[src/hdl/scc_pkg.sv]
// Package for the string compare/collate datapath: widths, codes, layouts
// Functional notes
// - Formation word loads shifted slice or residue
// - Residue captures shifted bits 0-47, 108-113
// - Move copies buffer word to holding register and output
// - Compare holds buffer until other word formed
// - Per-character equal, forced by force bits
// - All ten equal gives word equal
// - First unequal character encoded to position
// - Collate equal: position plus one, force decode
// - Mismatched characters copied to temp registers
// - Bitwise scan decides formation side greater
// - Greater flag kept for result register
// - Word-position tests blocked on first collate
// - Three equality flops pick fetch sequence
// - Fetch address is base plus bits 3-5
// - Temp character bits 0-2 pick collate char from table word
// - Second fetch overwrites table, fills formation temp
// - Equal collate characters assert collate equal
// - Word position keeps last fetched index
// - Both held in table: no fetch
// - Different words, none held: two fetches
// - One word covers both: one fetch
// - Two four-bit offsets for source, destination
package scc_pkg;
    localparam int CHAR_W = 6;
    localparam int NCHAR = 10;
    localparam int WORD_W = 60;
    localparam int DBL_W = 120;
    localparam int RES_W = 54;
    localparam int POS_W = 4;
    localparam int ADDR_W = 18;
    // Shifted register slice feeding the formation word
    localparam int FORM_LO = 48;
    localparam int RES_LO_W = 48;
    localparam int RES_HI_LO = 108;
    localparam int RES_HI_W = 6;
    localparam int WP_W = 3;
    localparam logic [POS_W-1:0] POS_RESET = 4'h0;
    localparam logic [WP_W-1:0] WP_RESET = 3'h0;

    typedef enum logic [6:0] {
        ST_IDLE = 7'h01,
        ST_TEST = 7'h02,
        ST_REQ_S = 7'h04,
        ST_WAIT_S = 7'h08,
        ST_REQ_Q = 7'h10,
        ST_WAIT_Q = 7'h20,
        ST_CMP = 7'h40
    } scc_state_type;

    // Memory read request toward central memory
    typedef struct packed {
        logic req;
        logic [ADDR_W-1:0] addr;
    } scc_mem_req_type;

    // Compare outcome toward sequence control
    typedef struct packed {
        logic word_equal;
        logic mismatch;
        logic [POS_W-1:0] pos;
        logic greater;
        logic collate_equal;
        logic collate_unequal;
    } scc_result_type;
endpackage : scc_pkg

[src/hdl/scc_datapath.sv]
// String compare/collate datapath: word formation, compare, collate fetch
//
// Added by the designer: the strobed register port and the placing of the registers.
`timescale 1ns/100ps
module scc_datapath #(
    parameter int NCHAR_P = 10
) (
    input wire logic clk_sys,
    input wire logic rstn,
    input wire logic [scc_pkg::DBL_W-1:0] shift_data,
    input wire logic load_residue,
    input wire logic load_form,
    input wire logic form_from_residue,
    input wire logic move_op,
    input wire logic load_buffer,
    input wire logic compare_go,
    input wire logic collate_mode,
    input wire logic new_instr,
    input wire logic [scc_pkg::ADDR_W-1:0] table_base_reg,
    input wire logic mem_valid,
    input wire logic [scc_pkg::WORD_W-1:0] memory_read_data_reg,
    input wire logic offset_load,
    input wire logic [scc_pkg::POS_W-1:0] source_offset_in,
    input wire logic [scc_pkg::POS_W-1:0] dest_offset_in,
    output logic [scc_pkg::WORD_W-1:0] memory_write_holding_reg,
    output logic [scc_pkg::WORD_W-1:0] out_word,
    output logic [scc_pkg::NCHAR-1:0] char_equal_vec,
    output scc_pkg::scc_result_type result,
    output scc_pkg::scc_mem_req_type mem_req,
    output logic collate_busy,
    output logic [scc_pkg::POS_W-1:0] source_offset,
    output logic [scc_pkg::POS_W-1:0] dest_offset
);
    import scc_pkg::*;

    logic [WORD_W-1:0] form_word;
    logic [RES_W-1:0] residue;
    logic [WORD_W-1:0] buffer_word;
    logic [NCHAR-1:0] force_equal_bits;
    logic [NCHAR-1:0] next_char_eq;
    logic [POS_W-1:0] char_position_reg;
    logic [POS_W-1:0] first_uneq;
    logic [CHAR_W-1:0] temp_char_buffer_side;
    logic [CHAR_W-1:0] temp_char_formation_side;
    logic [CHAR_W-1:0] bit_equal_vec;
    logic [WORD_W-1:0] table_word;
    logic [WP_W-1:0] word_pos;
    logic first_collate;
    logic eq_tq_ts;
    logic eq_tq_wp;
    logic eq_ts_wp;
    logic formation_side_greater;
    logic next_greater;
    logic sel_s_eq;
    logic sel_q_eq;
    scc_state_type state;
    logic [CHAR_W-1:0] coll_char;
    logic [WP_W-1:0] coll_idx;

    ////////////////////////////////////////////////////////////////////////
    // Word formation and buffering
    always_ff @(posedge clk_sys or negedge rstn) begin
        if (!rstn) begin
            residue <= '0;
        end else if (load_residue) begin
            residue <= {shift_data[RES_HI_LO +: RES_HI_W],
                        shift_data[RES_LO_W-1:0]};
        end
    end

    // Residue bits 0-47 keep word bits 0-47; bits 108-113 land in word bits 54-59
    always_ff @(posedge clk_sys or negedge rstn) begin
        if (!rstn) begin
            form_word <= '0;
        end else if (load_form) begin
            if (form_from_residue) begin
                form_word <= {residue[RES_W-1 -: RES_HI_W],
                              6'h00, residue[RES_LO_W-1:0]};
            end else begin
                form_word <= shift_data[FORM_LO +: WORD_W];
            end
        end
    end

    // Buffer holds a word until the sequencer asks again; compare waits on it
    always_ff @(posedge clk_sys or negedge rstn) begin
        if (!rstn) begin
            buffer_word <= '0;
            memory_write_holding_reg <= '0;
            out_word <= '0;
        end else begin
            if (load_buffer) begin
                buffer_word <= form_word;
            end
            if (move_op) begin
                memory_write_holding_reg <= buffer_word;
                out_word <= buffer_word;
            end
        end
    end

    // Offsets for first words of source and destination fields
    always_ff @(posedge clk_sys or negedge rstn) begin
        if (!rstn) begin
            source_offset <= POS_RESET;
            dest_offset <= POS_RESET;
        end else if (offset_load) begin
            source_offset <= source_offset_in;
            dest_offset <= dest_offset_in;
        end
    end

    ////////////////////////////////////////////////////////////////////////
    // Character compare and priority encode; character 0 is leftmost
    always_comb begin
        first_uneq = POS_RESET;
        for (int i = 0; i < NCHAR; i++) begin
            next_char_eq[i] = force_equal_bits[i] ||
                (buffer_word[WORD_W-1-i*CHAR_W -: CHAR_W] ==
                 form_word[WORD_W-1-i*CHAR_W -: CHAR_W]);
        end
        for (int i = NCHAR - 1; i >= 0; i--) begin
            if (!next_char_eq[i]) begin
                first_uneq = POS_W'(i);
            end
        end
    end

    // Temp compare: scan bits from the bottom, highest difference decides
    always_comb begin
        next_greater = 1'b0;
        bit_equal_vec = ~(temp_char_buffer_side ^ temp_char_formation_side);
        for (int b = 0; b < CHAR_W; b++) begin
            if (!bit_equal_vec[b]) begin
                next_greater = temp_char_formation_side[b];
            end
        end
    end

    // Word tests on the characters entering the temps, ready when TEST decides
    assign sel_s_eq = (word_pos == buffer_word[WORD_W-1-first_uneq*CHAR_W -: WP_W]);
    assign sel_q_eq = (word_pos == form_word[WORD_W-1-first_uneq*CHAR_W -: WP_W]);
    assign coll_idx = (state == ST_WAIT_S) ? temp_char_buffer_side[WP_W-1:0]
                                           : temp_char_formation_side[WP_W-1:0];
    // Pick from the returning word; the table register loads on this same edge
    assign coll_char = memory_read_data_reg[WORD_W-1-coll_idx*CHAR_W -: CHAR_W];

    ////////////////////////////////////////////////////////////////////////
    // Compare results, position and temp capture
    always_ff @(posedge clk_sys or negedge rstn) begin
        if (!rstn) begin
            char_equal_vec <= '0;
            result <= '0;
            char_position_reg <= POS_RESET;
            temp_char_buffer_side <= '0;
            temp_char_formation_side <= '0;
            formation_side_greater <= 1'b0;
        end else begin
            result.collate_equal <= 1'b0;
            result.collate_unequal <= 1'b0;
            if (compare_go) begin
                char_equal_vec <= next_char_eq;
                result.word_equal <= &next_char_eq;
                result.mismatch <= ~&next_char_eq;
                if (!(&next_char_eq)) begin
                    char_position_reg <= first_uneq;
                    temp_char_buffer_side <=
                        buffer_word[WORD_W-1-first_uneq*CHAR_W -: CHAR_W];
                    temp_char_formation_side <=
                        form_word[WORD_W-1-first_uneq*CHAR_W -: CHAR_W];
                end
            end
            if (state == ST_TEST && !collate_mode) begin
                formation_side_greater <= next_greater;
                result.greater <= next_greater;
            end
            if (state == ST_WAIT_S && mem_valid) begin
                temp_char_buffer_side <= coll_char;
            end
            if (state == ST_WAIT_Q && mem_valid) begin
                temp_char_formation_side <= coll_char;
            end
            // Same word: one fetch serves the formation side too
            if (state == ST_WAIT_S && mem_valid && eq_tq_ts) begin
                temp_char_formation_side <= memory_read_data_reg[WORD_W-1-
                    temp_char_formation_side[WP_W-1:0]*CHAR_W -: CHAR_W];
            end
            if (state == ST_TEST && collate_mode && eq_ts_wp && !first_collate) begin
                temp_char_buffer_side <=
                    table_word[WORD_W-1-temp_char_buffer_side[WP_W-1:0]*CHAR_W -: CHAR_W];
            end
            if (state == ST_TEST && collate_mode && eq_tq_wp && !first_collate) begin
                temp_char_formation_side <= table_word[WORD_W-1-
                    temp_char_formation_side[WP_W-1:0]*CHAR_W -: CHAR_W];
            end
            if (state == ST_CMP) begin
                if (temp_char_buffer_side == temp_char_formation_side) begin
                    result.collate_equal <= 1'b1;
                    char_position_reg <= char_position_reg + 4'h1;
                end else begin
                    result.collate_unequal <= 1'b1;
                    result.greater <= next_greater;
                    formation_side_greater <= next_greater;
                end
            end
            result.pos <= char_position_reg;
        end
    end

    // Force bits cover every position up to and including the mismatch
    always_ff @(posedge clk_sys or negedge rstn) begin
        if (!rstn) begin
            force_equal_bits <= '0;
        end else if (new_instr) begin
            force_equal_bits <= '0;
        end else if (state == ST_CMP && temp_char_buffer_side == temp_char_formation_side) begin
            for (int i = 0; i < NCHAR; i++) begin
                force_equal_bits[i] <= (POS_W'(i) < char_position_reg + 4'h1);
            end
        end else if (compare_go && &next_char_eq) begin
            force_equal_bits <= '0; // Next word pair starts unforced
        end
    end

    ////////////////////////////////////////////////////////////////////////
    // Collate sequencer; fetch count minimised by the equality flops
    always_ff @(posedge clk_sys or negedge rstn) begin
        if (!rstn) begin
            eq_tq_ts <= 1'b0;
            eq_tq_wp <= 1'b0;
            eq_ts_wp <= 1'b0;
        end else if (compare_go) begin
            // Loaded beside the temps, so TEST needs no extra settling state
            eq_tq_ts <= (buffer_word[WORD_W-1-first_uneq*CHAR_W -: WP_W] ==
                         form_word[WORD_W-1-first_uneq*CHAR_W -: WP_W]);
            eq_tq_wp <= sel_q_eq && !first_collate;
            eq_ts_wp <= sel_s_eq && !first_collate;
        end
    end

    always_ff @(posedge clk_sys or negedge rstn) begin
        if (!rstn) begin
            state <= ST_IDLE;
            mem_req <= '0;
            collate_busy <= 1'b0;
        end else begin
            mem_req.req <= 1'b0;
            unique case (state)
                ST_IDLE: begin
                    if (compare_go && !(&next_char_eq)) begin
                        state <= ST_TEST;
                        collate_busy <= collate_mode;
                    end
                end
                ST_TEST: begin
                    if (!collate_mode) begin
                        state <= ST_IDLE;
                    end else if (eq_tq_wp && eq_ts_wp) begin
                        state <= ST_CMP;
                    end else if (eq_ts_wp) begin
                        state <= ST_REQ_Q;
                    end else begin
                        state <= ST_REQ_S;
                    end
                end
                ST_REQ_S: begin
                    mem_req.req <= 1'b1;
                    mem_req.addr <= table_base_reg +
                        ADDR_W'(temp_char_buffer_side[CHAR_W-1 -: WP_W]);
                    state <= ST_WAIT_S;
                end
                ST_WAIT_S: begin
                    if (mem_valid) begin
                        state <= (eq_tq_ts || eq_tq_wp) ? ST_CMP : ST_REQ_Q;
                    end
                end
                ST_REQ_Q: begin
                    mem_req.req <= 1'b1;
                    mem_req.addr <= table_base_reg +
                        ADDR_W'(temp_char_formation_side[CHAR_W-1 -: WP_W]);
                    state <= ST_WAIT_Q;
                end
                ST_WAIT_Q: begin
                    if (mem_valid) begin
                        state <= ST_CMP;
                    end
                end
                ST_CMP: begin
                    state <= ST_IDLE;
                    collate_busy <= 1'b0;
                end
            endcase
        end
    end

    always_ff @(posedge clk_sys or negedge rstn) begin
        if (!rstn) begin
            table_word <= '0;
            word_pos <= WP_RESET;
            first_collate <= 1'b1;
        end else if (new_instr) begin
            first_collate <= 1'b1; // Table contents invalid for a new instruction
        end else if ((state == ST_WAIT_S || state == ST_WAIT_Q) && mem_valid) begin
            table_word <= memory_read_data_reg;
            word_pos <= (state == ST_WAIT_S) ? temp_char_buffer_side[CHAR_W-1 -: WP_W]
                : temp_char_formation_side[CHAR_W-1 -: WP_W];
            first_collate <= 1'b0;
        end
    end

    ////////////////////////////////////////////////////////////////////////
    // Checks
    a_word_eq_all: assert property (@(posedge clk_sys) disable iff (!rstn)
        compare_go |=> (result.word_equal == &char_equal_vec))
        else $error("word equal disagrees with character equals");
    a_pos_first_uneq: assert property (@(posedge clk_sys) disable iff (!rstn)
        compare_go && !(&next_char_eq) |=> char_position_reg == $past(first_uneq))
        else $error("position not first unequal");
    a_no_fetch_held: assert property (@(posedge clk_sys) disable iff (!rstn)
        state == ST_TEST && collate_mode && eq_tq_wp && eq_ts_wp |=> !mem_req.req[*2])
        else $error("fetch issued for held table word");
    a_block_first: assert property (@(posedge clk_sys) disable iff (!rstn)
        compare_go && first_collate |=> !eq_tq_wp && !eq_ts_wp)
        else $error("word tests not blocked on first collate");
    a_fetch_addr: assert property (@(posedge clk_sys) disable iff (!rstn)
        state == ST_REQ_S |=> mem_req.req && mem_req.addr == $past(table_base_reg) +
            ADDR_W'($past(temp_char_buffer_side[CHAR_W-1 -: WP_W])))
        else $error("table fetch address wrong");
    a_wp_tracks: assert property (@(posedge clk_sys) disable iff (!rstn)
        state == ST_WAIT_Q && mem_valid |=> word_pos ==
            $past(temp_char_formation_side[CHAR_W-1 -: WP_W]))
        else $error("word position not last fetched");
    a_coll_eq: assert property (@(posedge clk_sys) disable iff (!rstn)
        state == ST_CMP && temp_char_buffer_side == temp_char_formation_side
            |=> result.collate_equal && !result.collate_unequal)
        else $error("collate equal missing");
    a_buffer_hold: assert property (@(posedge clk_sys) disable iff (!rstn)
        !load_buffer |=> buffer_word == $past(buffer_word))
        else $error("buffer changed without load");
    a_form_slice: assert property (@(posedge clk_sys) disable iff (!rstn)
        load_form && !form_from_residue |=> form_word == $past(shift_data[FORM_LO +: WORD_W]))
        else $error("formation word not loaded from slice");
endmodule : scc_datapath

[config.mk]
export PLATFORM = sky130hd
export DESIGN_NAME = scc_datapath
export DESIGN_NICKNAME = d
export VERILOG_FILES = /design/src/hdl/scc_pkg.sv /design/src/hdl/scc_datapath.sv
export SDC_FILE = /design/constraint.sdc
export NUM_CORES = 1
export LEC_CHECK = 0
export BUFFER_PORTS_ARGS = -buffer_cell sky130_fd_sc_hd__buf_4
export CAP_MARGIN = 10
export CORE_MARGIN = 1
export CORE_UTILIZATION = 45
export DETAILED_ROUTE_END_ITERATION = 8
export GPL_TIMING_DRIVEN = 0
export HOLD_SLACK_MARGIN = 0.05
export PLACE_DENSITY = 0.65
export REMOVE_ABC_BUFFERS = 1
export SYNTH_ARGS = -nofsm -noshare
export SYNTH_HDL_FRONTEND = slang
export SYNTH_SLANG_ARGS = --single-unit
export TNS_END_PERCENT = 100
[constraint.sdc]
create_clock -name clk_sys -period 7 [get_ports clk_sys]
set_input_delay 0 -clock clk_sys [delete_from_list [all_inputs] [get_ports clk_sys]]
set_output_delay 0 -clock clk_sys [all_outputs]
set_load 0.05 [all_outputs]
==> flow_summary.toml <==
[run_status]
status = "complete, but fails checks"
violations = "DRC"

[sta]
fin_crit_sh = 0.978
finClkSkew_ns = 0.0303
setup_viol = 0
tightest_slew_ns = 1.22
fmax_mhz = 146
drv_slew = 0
finalHoldViolations = 0
maxSlewHeadroom = 0.186
post-route-min-period_ns = 6.85
grt_setup_unrepaired = "false"

[pwr]
power_mw = 12.7
p_leak_nw = 14.5
ir_worst_vdd_mv = 0.289
pwr_density_cell_mw_per_mm2 = 369

[route]
ant_nets = 0
wl_per_cell_um = 24.4
vias = 23700
wl_met2_um = 41600
wl_met3_um = 8340
drt-total-wl_um = 92500
drc = 38
viasPerCell = 6.24
wl_met1_um = 39700
highest_layer = "met4"
drt_iter0_markers = 2418
dr.pass1.iters = 8

[logic_synthesis]
yosysUniqueCellTypes = 95
synthCells = 2534
netlist_area_sq_mm = 0.0270
async_flop_share = 1.00
synth_edf_count = 0
synth-seq-cells = 381
synth_seq_area_share = 0.354
ys.flop_type = "dfrtp_1"
syn_avg_cell_area_sq_um = 10.6
synth_warnings = 0

[layout]
layout-drive-gt1-share = 0.333
nets = 3231
area_growth_syn_to_layout_pct = 27.8
mostFrequentLayoutCell = "buf_4"
diodes = 0
final_cell_mix = "buf_4 (383), dfrtp_1 (377), mux2_2 (278), dlygate4sd3_1 (230), nor2_1 (209)"
num-fill-cells = 4838
postLayoutCellArea_sq_mm = 0.0344

[global_routing]
grt_pass1_wl_um = 142000
track_usage = 0.302
grt_max_degree = 121
antenna_found_initial = 0
grt-ovfl-total = 0
grt_pass1_vias = 23500

[floorplanning]
fp.dieArea_sq_mm = 0.0609
core-area_sq_mm = 0.0591
die_w_um = 247
die_h_um = 247
pin_count = 385
initial_core_util = 0.456
rows = 89

[worst_setup_path]
start_kind = "flop"
cp-end-kind = "flop"
worst-path-max-fanout = 21
critical_path_arrival_ns = 7.33
worstPathRequired_ns = 7.48
worstSetupPathType = "reg2reg"

[placement]
place.gp.congestion = 0.920
port_buffers = 378
dpl_cell_area_sq_mm = 0.0303
hpwl_um = 62300

[clock_tree]
cts_buffers = 44
path_clk_slew_ns = 0.06
h-tree-depth = 2
clockRootBuffer = "clkbuf_16"
clock_sinks = 381
cts_max_path_buffers = 3
worstSkewPairLatency_ns = 0.58
tritoncts = "done"

[hold_path]
hold_path_class = "in2async"

[run]
cap_violations = 0
==> cell type report <==
class                      count  area [sq um]  share of cell area
multi-input combinational   1872         16400               0.476
sequential                   381          9540               0.277
timing repair buffer         644          5830               0.169
clock buffer                  59          1240              0.0360
tap                          773           967              0.0281
clock inverter                23           279             0.00810
inverter                      39           181             0.00527
timing repair inverter         2          16.3            0.000472
==> synthesized netlist by cell type (11+ instances only) <==
| master | n | share of area |
|---|---|---|
| o22ai_1 | 25 | 0.0058 |
| dfrtp_1 | 379 | 0.35 |
| nand3_1 | 59 | 0.011 |
| o211ai_1 | 12 | 0.0033 |
| a21oi_1 | 192 | 0.036 |
| buf_2 | 19 | 0.0035 |
| xnor2_1 | 30 | 0.0097 |
| xor2_1 | 76 | 0.025 |
| mux4_2 | 163 | 0.14 |
| inv_1 | 37 | 0.0052 |
| nor4_1 | 14 | 0.0032 |
| a31oi_1 | 22 | 0.0051 |
| nor3_1 | 36 | 0.0067 |
| o31ai_1 | 11 | 0.0031 |
| ha_1 | 24 | 0.011 |
| a22o_1 | 11 | 0.0036 |
| a211oi_1 | 47 | 0.013 |
| nand2_1 | 141 | 0.020 |
| clkbuf_1 | 129 | 0.018 |
| mux2_2 | 278 | 0.12 |
| buf_4 | 62 | 0.017 |
| buf_1 | 32 | 0.0045 |
| nor2b_1 | 22 | 0.0051 |
| and3_1 | 19 | 0.0044 |
| mux2i_1 | 175 | 0.065 |
| o21ai_0 | 102 | 0.019 |
| nor2_1 | 213 | 0.030 |
| a311oi_1 | 13 | 0.0042 |
==> cells by family (layout without fill, tap and decap cells) <==
kind of cell               Yosys count  in the layout  share of synthesized area
DFF                                381            381                      0.354
AOI/OAI and AO/OA                  538            539                      0.128
muxes                              617            617                      0.318
xor gates and xnor gates           107            107                     0.0353
and+or+nand+nor                    573            575                     0.0991
buffers and inverters              284            767                     0.0499
adders and majority gates           34             34                     0.0167
==> what timing repair did <==
action,in CTS,in global routing
endpoints found under the hold margin,361,0
pin swaps,3,0
buffers inserted,7,1
gates resized for setup,20,8
endpoints found under the setup margin,15,15
hold buffers,230,0
cloned,3,2
==> per-layer routing <==
layer | vias to the layer above | track usage
li1 | 10400 | -
met1 | 11900 | 0.432
met2 | 1190 | 0.453
met3 | 169 | 0.0652
met4 | 0 | 0.0989
met5 | - | 0
==> power breakdown <==
group	internal, mW	switching, mW
combinational	3.03	4.02
sequential	2.58	0.628
clock	1.44	0.991
==> final timing paths <==
path,startpoint,depth (start not counted),to,slack [ns]
setup / recovery,form_word[37],24,eq_ts_wp,0.15
hold / removal,rstn,3,residue[44],0.08
setup reg to reg,form_word[37],24,eq_ts_wp,0.15
hold reg to reg,char_position_reg[3],0,result[6],0.43
max in group asynchronous,rstn,5,state[0],5.58
min in group clk_sys,load_residue,2,residue[49],0.10
==> stage by stage <==
step | worst slack, ns | hold WS (ns) | std cells | TNS (ns) | utilization
after global placement | -10.55 | 0.212 | 3440 | -145.63 | 0.500
after CTS | 0.00254 | 0.0711 | 3790 | 0 | 0.581
final | 0.151 | 0.0802 | 3793 | 0 | 0.583
after floorplan | -4.21 | -0.296 | 2289 | -50.33 | -
after detailed placement | -3.25 | -0.223 | 3468 | -35.66 | 0.513
after global routing | 0.0172 | 0.130 | 3793 | 0 | 0.583
==> critical path, cell delays in order, from the launching register on <==
cell        delay [ns]
dfrtp_1           0.49
xor2_1            0.20
nor2_1            0.23
a31oi_1           0.32
nor2_4            0.52
o21ai_4           0.14
buf_16            0.20
nand2_8           0.24
clkinv_16         0.15
ha_4              0.20
fa_1              0.57
ha_4              0.36
clkinvlp_4        0.10
nand2_1           0.27
nor2_2            0.22
nand2_1           0.15
nor4_1            0.06
a41o_1            0.20
or4_1             0.56
or4_1             0.61
o211a_2           0.20
o21ai_4           0.13
nand2_2           0.07
a211o_1           0.29
a32oi_1           0.18
(Power assumes the default switching activity.)
